$ cat config.mk
export PLATFORM = sky130hd
export DESIGN_NAME = bcd_remote_program_port
export DESIGN_NICKNAME = d
export VERILOG_FILES = /design/src/design/remote_port_pkg.sv /design/src/design/bcd_remote_program_port.sv
export VERILOG_INCLUDE_DIRS = /design/src /design/src/design
export SDC_FILE = /design/constraint.sdc
export NUM_CORES = 1
export LEC_CHECK = 0
export BUFFER_PORTS_ARGS = -buffer_cell sky130_fd_sc_hd__buf_2
export CAP_MARGIN = 40
export CORE_AREA = 2 2 84 86
export CTS_BUF_LIST = sky130_fd_sc_hd__clkbuf_16
export CTS_CLUSTER_SIZE = 14
export DETAILED_ROUTE_END_ITERATION = 8
export DIE_AREA = 0 0 86 88
export GPL_TIMING_DRIVEN = 0
export SETUP_SLACK_MARGIN = 0.02
export SLEW_MARGIN = 10
export SYNTH_ARGS = -nofsm -noshare
export SYNTH_HDL_FRONTEND = slang
export SYNTH_SLANG_ARGS = --single-unit
$ cat constraint.sdc
create_clock -name ref_clk -period 1.16 [get_ports ref_clk]
set_clock_uncertainty 0.05 [all_clocks]
set_input_delay 0 -clock ref_clk [delete_from_list [all_inputs] [get_ports ref_clk]]
set_output_delay 0 -clock ref_clk [all_outputs]
set_load 0.005 [all_outputs]
$ cat src/design/remote_port_cfg.svh
// Constants for the remote program port: polarities, codes and widths
`ifndef REMOTE_PORT_CFG_SVH
`define REMOTE_PORT_CFG_SVH

`define RANGE_W           3
`define MODE_W            2
`define DATA_W            16
`define STATUS_W          4
`define RANGE_HOLD_CODE   3'h0
`define STROBE_IDLE       1'h1
`define STROBE_ACTIVE     1'h0
`define OUT_INACTIVE      1'h1

`endif

$ cat src/design/remote_port_pkg.sv
// Types for the remote program port
package remote_port_pkg;

    // Remote programming inputs, all as received at the connector
    typedef struct packed {
        logic [2:0] range_bits;
        logic [1:0] mode_bits;
        logic       cal_factor_disable;
        logic       sensor_zero;
    } remote_prog_t;

    // Programming lines toward the controller, active low, wired-OR style
    typedef struct packed {
        logic [2:0] range_sel_n;
        logic [1:0] mode_sel_n;
        logic       cal_factor_disable_n;
        logic       sensor_zero_n;
    } ctrl_prog_t;

    // Print strobe state
    typedef enum logic {
        STROBE_HIGH = 1'h0,
        STROBE_LOW  = 1'h1
    } strobe_state_t;

endpackage

$ cat src/design/bcd_remote_program_port.sv
// Remote programming and data output port between external controller and program controller
// Summary of operation
// - Remote enable low opens range, mode and qualifier gates for remote control.
// - In remote operation drive local/remote status output low.
// - Remote enable high closes gates, except sensor zero with the option set, and drives local/remote status high.
// - Remote and panel outputs combine wired-OR; idle source sits high.
// - Output buffers always present inverted measurement and status values.
// - Data valid instruction drives print strobe low.
// - Cycle start instruction returns print strobe high.
// - Three remote range inputs are always buffered to range outputs.
// - Range counter loads only at cycle start, remote, auto inactive.
// - Range bits 2 and 3 high while remote drive auto-range low.
// - In local operation auto-range output stays high.
// - Range code zero while remote drives program hold low.
// - Mode and cal disable pass only while remote enable low; sensor zero also passes in local with the option set.
// - Remote enable high forces mode gate outputs high.
// - Option lets remote sensor zero act even in local operation.
`timescale 1ns/100ps

`include "remote_port_cfg.svh"

module bcd_remote_program_port #(
    parameter int DATA_W   = `DATA_W,
    parameter int STATUS_W = `STATUS_W
) (
    input  wire logic                          ref_clk,
    input  wire logic                          nrst,
    // Connector side, asynchronous to ref_clk
    input  wire logic                          remote_enable,
    input  wire remote_port_pkg::remote_prog_t remote_prog,
    output logic      [DATA_W-1:0]             meas_out_n,
    output logic      [STATUS_W-1:0]           status_out_n,
    output logic                               print_n,
    // Configuration strap
    input  wire logic                          sensor_zero_indep,
    // Front panel switches, active low
    input  wire remote_port_pkg::ctrl_prog_t   panel_prog_n,
    input  wire logic                          panel_range_hold_n,
    // Program controller side
    input  wire logic                          data_valid_instruction,
    input  wire logic                          cycle_start_instruction,
    input  wire logic      [DATA_W-1:0]        meas_in,
    input  wire logic      [STATUS_W-1:0]      status_in,
    input  wire logic      [2:0]               range_count_in,
    output logic                               local_remote_status_n,
    output logic                               remote_range_out_1,
    output logic                               remote_range_out_2,
    output logic                               remote_range_out_3,
    output logic                               auto_range_select_n,
    output logic                               program_hold_n,
    output remote_port_pkg::ctrl_prog_t        ctrl_prog_n,
    output logic                               remote_gate_en,
    output logic                               range_load,
    output logic      [2:0]                    range_count_r
);

    // ==========================================================
    // Input synchronisers
    // ==========================================================
    logic                         rem_en_s1_r;
    logic                         rem_en_r;
    remote_port_pkg::remote_prog_t prog_s1_r;
    remote_port_pkg::remote_prog_t prog_r;
    remote_port_pkg::ctrl_prog_t   panel_s1_r;
    remote_port_pkg::ctrl_prog_t   panel_r;
    logic                          hold_s1_r;
    logic                          hold_r;
    logic                          sz_indep_s1_r;
    logic                          sz_indep_r;

    // Two stages for every connector input
    always_ff @(posedge ref_clk) begin
        if (!nrst) begin
            rem_en_s1_r <= 1'h1;
            rem_en_r    <= 1'h1;
            prog_s1_r   <= '0;
            prog_r      <= '0;
        end else begin
            rem_en_s1_r <= remote_enable;
            rem_en_r    <= rem_en_s1_r;
            prog_s1_r   <= remote_prog;
            prog_r      <= prog_s1_r;
        end
    end

    // Panel switches and option strap are asynchronous too; two stages keep a bounce from splitting a decode
    always_ff @(posedge ref_clk) begin
        if (!nrst) begin
            panel_s1_r    <= '1;
            panel_r       <= '1;
            hold_s1_r     <= `OUT_INACTIVE;
            hold_r        <= `OUT_INACTIVE;
            sz_indep_s1_r <= 1'h0;
            sz_indep_r    <= 1'h0;
        end else begin
            panel_s1_r    <= panel_prog_n;
            panel_r       <= panel_s1_r;
            hold_s1_r     <= panel_range_hold_n;
            hold_r        <= hold_s1_r;
            sz_indep_s1_r <= sensor_zero_indep;
            sz_indep_r    <= sz_indep_s1_r;
        end
    end

    // ==========================================================
    // Local / remote selection and range gates
    // ==========================================================
    logic remote_sel;
    logic auto_n_int;

    assign remote_sel     = ~rem_en_r;
    assign remote_gate_en = remote_sel;

    // Status output and range decodes
    always_ff @(posedge ref_clk) begin
        if (!nrst) begin
            local_remote_status_n <= `OUT_INACTIVE;
            auto_range_select_n   <= `OUT_INACTIVE;
            program_hold_n        <= `OUT_INACTIVE;
            remote_range_out_1    <= 1'h0;
            remote_range_out_2    <= 1'h0;
            remote_range_out_3    <= 1'h0;
        end else begin
            local_remote_status_n <= rem_en_r;
            remote_range_out_1    <= prog_r.range_bits[0];
            remote_range_out_2    <= prog_r.range_bits[1];
            remote_range_out_3    <= prog_r.range_bits[2];
            // Auto range decode, held high in local
            auto_range_select_n   <= ~(remote_sel & prog_r.range_bits[1] & prog_r.range_bits[2]);
            // Range zero parks the program at its start address
            program_hold_n        <= ~(remote_sel && prog_r.range_bits == `RANGE_HOLD_CODE);
        end
    end

    // ==========================================================
    // Range counter load
    // ==========================================================
    assign auto_n_int = auto_range_select_n & hold_r;
    assign range_load = cycle_start_instruction & ~local_remote_status_n & auto_n_int;

    // Range counter, remote value at cycle start or controller value
    always_ff @(posedge ref_clk) begin
        if (!nrst) begin
            range_count_r <= 3'h0;
        end else if (range_load) begin
            range_count_r <= {remote_range_out_3, remote_range_out_2, remote_range_out_1};
        end else begin
            range_count_r <= range_count_in;
        end
    end

    // ==========================================================
    // Mode gates and wired-OR combine
    // ==========================================================
    remote_port_pkg::ctrl_prog_t remote_lines_n;
    logic                        zero_en;

    assign zero_en = remote_sel | sz_indep_r;

    // Remote lines are high when their gate is closed
    always_comb begin
        remote_lines_n.range_sel_n          = remote_sel ? ~prog_r.range_bits : 3'h7;
        remote_lines_n.mode_sel_n           = remote_sel ? ~prog_r.mode_bits : 2'h3;
        remote_lines_n.cal_factor_disable_n = remote_sel ? ~prog_r.cal_factor_disable
                                                         : `OUT_INACTIVE;
        remote_lines_n.sensor_zero_n        = zero_en ? ~prog_r.sensor_zero
                                                      : `OUT_INACTIVE;
    end

    // Active-low wired-OR with panel switches, registered
    always_ff @(posedge ref_clk) begin
        if (!nrst) begin
            ctrl_prog_n <= '1;
        end else begin
            ctrl_prog_n <= remote_lines_n & panel_r;
        end
    end

    // ==========================================================
    // Output data buffers and print strobe
    // ==========================================================
    remote_port_pkg::strobe_state_t strobe_r;

    // Inverted copies always driven
    always_ff @(posedge ref_clk) begin
        if (!nrst) begin
            meas_out_n   <= '1;
            status_out_n <= '1;
        end else begin
            meas_out_n   <= ~meas_in;
            status_out_n <= ~status_in;
        end
    end

    // Strobe low on data valid, high on next cycle start
    always_ff @(posedge ref_clk) begin
        if (!nrst) begin
            strobe_r <= remote_port_pkg::STROBE_HIGH;
        end else begin
            unique case (strobe_r)
                remote_port_pkg::STROBE_HIGH: begin
                    if (data_valid_instruction) begin
                        strobe_r <= remote_port_pkg::STROBE_LOW;
                    end
                end
                remote_port_pkg::STROBE_LOW: begin
                    if (cycle_start_instruction) begin
                        strobe_r <= remote_port_pkg::STROBE_HIGH;
                    end
                end
            endcase
        end
    end

    assign print_n = (strobe_r == remote_port_pkg::STROBE_LOW) ? `STROBE_ACTIVE : `STROBE_IDLE;

    // ==========================================================
    // Checks
    // ==========================================================
    strobe_low_a: assert property (@(posedge ref_clk) disable iff (!nrst)
        (print_n && data_valid_instruction) |=> !print_n)
        else $error("print strobe did not fall on data valid");

    strobe_high_a: assert property (@(posedge ref_clk) disable iff (!nrst)
        (!print_n && cycle_start_instruction) |=> print_n)
        else $error("print strobe did not rise on cycle start");

    strobe_stays_low_a: assert property (@(posedge ref_clk) disable iff (!nrst)
        (!print_n && !cycle_start_instruction) |=> !print_n)
        else $error("print strobe rose without cycle start");

    strobe_stays_high_a: assert property (@(posedge ref_clk) disable iff (!nrst)
        (print_n && !data_valid_instruction) |=> print_n)
        else $error("print strobe fell without data valid");

    status_remote_a: assert property (@(posedge ref_clk) disable iff (!nrst)
        remote_sel |=> !local_remote_status_n)
        else $error("status not low in remote");

    status_local_a: assert property (@(posedge ref_clk) disable iff (!nrst)
        !remote_sel |=> local_remote_status_n)
        else $error("status not high in local");

    auto_decode_a: assert property (@(posedge ref_clk) disable iff (!nrst)
        (remote_sel && prog_r.range_bits[2:1] == 2'h3) |=> !auto_range_select_n)
        else $error("auto range not selected for codes 6 and 7");

    auto_other_a: assert property (@(posedge ref_clk) disable iff (!nrst)
        (remote_sel && prog_r.range_bits[2:1] != 2'h3) |=> auto_range_select_n)
        else $error("auto range selected for a fixed range code");

    auto_local_a: assert property (@(posedge ref_clk) disable iff (!nrst)
        !remote_sel |=> auto_range_select_n)
        else $error("auto range low in local");

    hold_zero_a: assert property (@(posedge ref_clk) disable iff (!nrst)
        (remote_sel && prog_r.range_bits == 3'h0) |=> !program_hold_n)
        else $error("program hold not asserted for range zero");

    hold_release_a: assert property (@(posedge ref_clk) disable iff (!nrst)
        (remote_sel && prog_r.range_bits != 3'h0) |=> program_hold_n)
        else $error("program hold asserted for a nonzero range code");

    hold_local_a: assert property (@(posedge ref_clk) disable iff (!nrst)
        !remote_sel |=> program_hold_n)
        else $error("program hold asserted in local");

    mode_forced_a: assert property (@(posedge ref_clk) disable iff (!nrst)
        (!remote_sel && panel_r.mode_sel_n == 2'h3) |=> ctrl_prog_n.mode_sel_n == 2'h3)
        else $error("mode lines not released in local");

    cal_forced_a: assert property (@(posedge ref_clk) disable iff (!nrst)
        (!remote_sel && panel_r.cal_factor_disable_n) |=> ctrl_prog_n.cal_factor_disable_n)
        else $error("cal factor line not released in local");

    mode_pass_a: assert property (@(posedge ref_clk) disable iff (!nrst)
        (remote_sel && panel_r.mode_sel_n == 2'h3) |=> ctrl_prog_n.mode_sel_n == ~$past(prog_r.mode_bits))
        else $error("remote mode not passed in remote");

    zero_indep_a: assert property (@(posedge ref_clk) disable iff (!nrst)
        (sz_indep_r && prog_r.sensor_zero) |=> !ctrl_prog_n.sensor_zero_n)
        else $error("remote sensor zero ignored with option set");

    zero_local_a: assert property (@(posedge ref_clk) disable iff (!nrst)
        (!remote_sel && !sz_indep_r && panel_r.sensor_zero_n) |=> ctrl_prog_n.sensor_zero_n)
        else $error("remote sensor zero passed in local");

    wired_or_a: assert property (@(posedge ref_clk) disable iff (!nrst)
        (panel_r.range_sel_n == 3'h0) |=> ctrl_prog_n.range_sel_n == 3'h0)
        else $error("panel range lines not combined");

    range_closed_a: assert property (@(posedge ref_clk) disable iff (!nrst)
        (!remote_sel && panel_r.range_sel_n == 3'h7) |=> ctrl_prog_n.range_sel_n == 3'h7)
        else $error("range lines not released in local");

    range_open_a: assert property (@(posedge ref_clk) disable iff (!nrst)
        (remote_sel && panel_r.range_sel_n == 3'h7) |=> ctrl_prog_n.range_sel_n == ~$past(prog_r.range_bits))
        else $error("remote range not passed in remote");

    range_buf_a: assert property (@(posedge ref_clk) disable iff (!nrst)
        1'h1 |=> remote_range_out_3 == $past(prog_r.range_bits[2]))
        else $error("range bit not buffered");

    range_buf_low_a: assert property (@(posedge ref_clk) disable iff (!nrst)
        1'h1 |=> {remote_range_out_2, remote_range_out_1} == $past(prog_r.range_bits[1:0]))
        else $error("low range bits not buffered");

    load_gate_a: assert property (@(posedge ref_clk) disable iff (!nrst)
        range_load |-> (cycle_start_instruction && !local_remote_status_n && auto_range_select_n))
        else $error("range loaded outside remote cycle start");

    load_value_a: assert property (@(posedge ref_clk) disable iff (!nrst)
        range_load |=> range_count_r == $past({remote_range_out_3, remote_range_out_2, remote_range_out_1}))
        else $error("range counter did not take the remote range");

    meas_inv_a: assert property (@(posedge ref_clk) disable iff (!nrst)
        1'h1 |=> meas_out_n == ~$past(meas_in))
        else $error("measurement output not inverted copy");

    status_inv_a: assert property (@(posedge ref_clk) disable iff (!nrst)
        1'h1 |=> status_out_n == ~$past(status_in))
        else $error("status output not inverted copy");

endmodule

==> impl_results.md <==
- Drt first pass iters: 4
- Vias per cell: 3.942
- Seq cells post-synth: 71
- Largest net degree at the start of global routing: 13
- DR vias: 1561
- Pre-CTS setup slack: 0.03735 ns
- Final std cells w/o fill: 396
- Final #Nets: 355
- Post-synthesis sequential area ratio: 72.45%
- Post-Syn Area: 1962 sq um
- Crit Path Max Fanout: 2
- Sw Pwr: 0.001118 W
- Status: complete, no violations
- Worst-margin pin slew: 0.3819 ns
- R2R Setup Slk: 0.10 ns
- CTS tree: yes
- Total GRT Usage: 11.49%
- Reg2Reg Depth: 3
- CP Launch Type: register
- Ant diodes: 0
- First-pass GRT wire length: 6437 microns
- Die area: 7568 sq um
- Commonest non-fill, non-tap cell in the layout: buf_2
- Clk_lat worst skew: 0.32 ns
- Clock-pin transition on the worst setup and hold timing paths: 0.05 ns
- Final hold violation count: 0
- Share of total power in combinational logic: 6.8%
- Power Internal: 0.004439 W
- CP endpoint kind: primary output
- Placed insts: 336
- Syn Nets: 219
- Fin. max-slew vios: 0
- Critical-path top delay cell: dfxtp_1
- Worst hold slack: 0.3205 ns
- Final WS setup: 0.09282 ns
- Number of global-route vias before repair: 1535
- Total congestion overflow: 0
- Critical Path Source: local_remote_status_n
- Pwr/cell area: 1737 nW/um^2
- Max Freq: 937.0 MHz
- Mean Syn Cell Area: 11.21 sq um
- Warnings from Yosys: 0
- Unrepaired setup endpoints after global routing: no
- VDD IR max: 879.1 uV
- GP Congestion: 0.6887
- Leak: 1.441 nW
- CTS buffer count: 9
- Post-Route WL: 4064 microns
- Routed wire per std cell: 10.26 microns
- Final period util: 92.00%
- DRC Markers: 0
- CP max stage delay: 0.30 ns
- Chip Width: 86 microns
- Setup-failing EPs final: 0
- Worst r2r src: rem_en_r
- Worst Path Required: 1.11 ns
- Syn Inst Count: 175
- Unique masters post-synth: 16
- Core area: 6644 sq um
- Setup Total Neg Slack: 0 ns
- Sw Ratio: 20.11%
- Layout cells sized above 1: 33.86%
- Post-route minimum period: 1.067 ns
- CP Class: reg -> out
- Delay-heaviest family, CP: flip-flops
- Clk network pwr share: 46.8%
- Max Root-Sink Buffers: 2
- Initial DRC Count: 19
- Clk sinks: 71
- Worst Hold Class: in -> reg
- Crit path depth: 3
- Antenna viol nets, final: 0
- CP Buf/Inv Count: 2
- CP endpoint: range_load
- Floorplan row count: 30
- DIE HEIGHT: 88 microns
- Max Cap Viol: 0
- I/O pin total: 83
- Starting Density: 29.53%
- Post-DP HPWL: 2653 microns
- IO Port Bufs: 81
- Clock Tree Root: clkbuf_16
- Commonest non-fill, non-tap cells in the layout: buf_2, dfxtp_1, dlygate4sd3_1, nand2_1, and2_1
- Area Overhead vs Synth: 63.07%
- Critical Path, Cell by Cell: nand4b_1 > inv_1 > buf_2
- # H-tree levels: 3
- Worst rel slew slack: 74.54%
- Initial antenna violation count: 0
- Critical path arrival: 1.02 ns
- Sequential power share: 46.5%
- Worst r2r dst: program_hold_n
## worst min-delay path: cells and delay by family
family / cells / cell delay (ns)
and+or+nand+nor: 1 / 0.03
buffers and inverters: 2 / 0.61
## power by group through the flow
stage / registers (W) / logic [W] / clock network [W]
after floorplan: 0.00264 / 0.000108 / 0
after global placement: 0.00263 / 0.000264 / 0
after detailed placement: 0.00263 / 0.000268 / 0
after CTS: 0.00258 / 0.000380 / 0.00269
after global routing: 0.00259 / 0.000419 / 0.00279
final: 0.00258 / 0.000375 / 0.00260
## cells in the mapped netlist
library cell  count  area [sq um]
buf_4             3         22.52
nand4b_1          1         8.760
clkbuf_1          2         7.510
nand3_1           3         15.01
nand4_1           1         6.260
or4_1             1         7.510
dfxtp_1          71          1421
nand2b_1         19         118.9
a21bo_2           1         10.01
and2_1           20         125.1
nand2_1          29         108.9
nand2_2           1         6.260
o21ai_0          11         55.05
inv_1             8         30.03
buf_2             3         15.01
inv_2             1         3.750
## registers in the layout, indices dropped and copies added, names as in the netlist, 3 cells and up
| name | flops |
|---|---|
| status_out_n | 4 |
| ctrl_prog_n | 7 |
| panel_r | 7 |
| panel_s1_r | 7 |
| meas_out_n | 16 |
| prog_s1_r | 7 |
| range_count_r | 3 |
| prog_r | 7 |
## how the worst min path moves through the flow
stage / from / end / slack, ns / cells past startpoint
final: meas_in[7] / meas_out_n[7] / 0.32 / 3
after global routing: meas_in[9] / meas_out_n[9] / 0.32 / 3
after CTS: meas_in[6] / meas_out_n[6] / 0.30 / 3
after detailed placement: status_in[0] / status_out_n[0] / 0.11 / 2
after global placement: meas_in[5] / meas_out_n[5] / 0.11 / 2
after floorplan: meas_in[0] / meas_out_n[0] / 0.01 / 1
## repair_timing
action                                 in CTS  in global routing
resized for setup                           0                  2
endpoints found under the hold margin      46                  0
setup endpoints to repair                   1                  9
setup buffers                               1                  0
pin swaps                                   0                  0
hold buffers                               43                  0
## area by class of cell
class | count | area, sq um
Timing Repair Buffer | 125 | 843.3
Clock inverter | 7 | 65.06
Sequential cell | 71 | 1423
Buffer | 8 | 47.55
Fill cell | 625 | 3445
Clock buffer | 9 | 225.2
Inverter | 9 | 33.78
Multi-Input combinational cell | 87 | 461.7
Tap cell | 80 | 100.1
## metal layers
layer | part of all wire (%) | track usage, % | vias up
li1 | - | - | 816
met1 | 43 | 11.73 | 686
met2 | 49 | 19.66 | 53
met3 | 5.6 | 4.336 | 6
met4 | 1.9 | 7.648 | 0
met5 | 0 | 0 | -
## through the flow
step	utilization (%)	area [sq um]	power, W
6_report	48.15	3199	0.005557
5_1_grt	48.15	3199	0.005798
4_1_cts	48.10	3196	0.005650
3_5_place_dp	37.14	2467	0.002903
3_3_place_gp	37.14	2467	0.002896
2_1_floorplan	-	1962	0.002746
## kinds of logic after synthesis
family / count (synthesis) / synth area share (%)
AO/OA/AOI/OAI: 12 / 3.316
buffers and inverters: 17 / 4.018
flip-flops: 71 / 72.45
AND/OR/NAND/NOR: 75 / 20.22
Note: power is estimated with default switching activity, not from simulation.
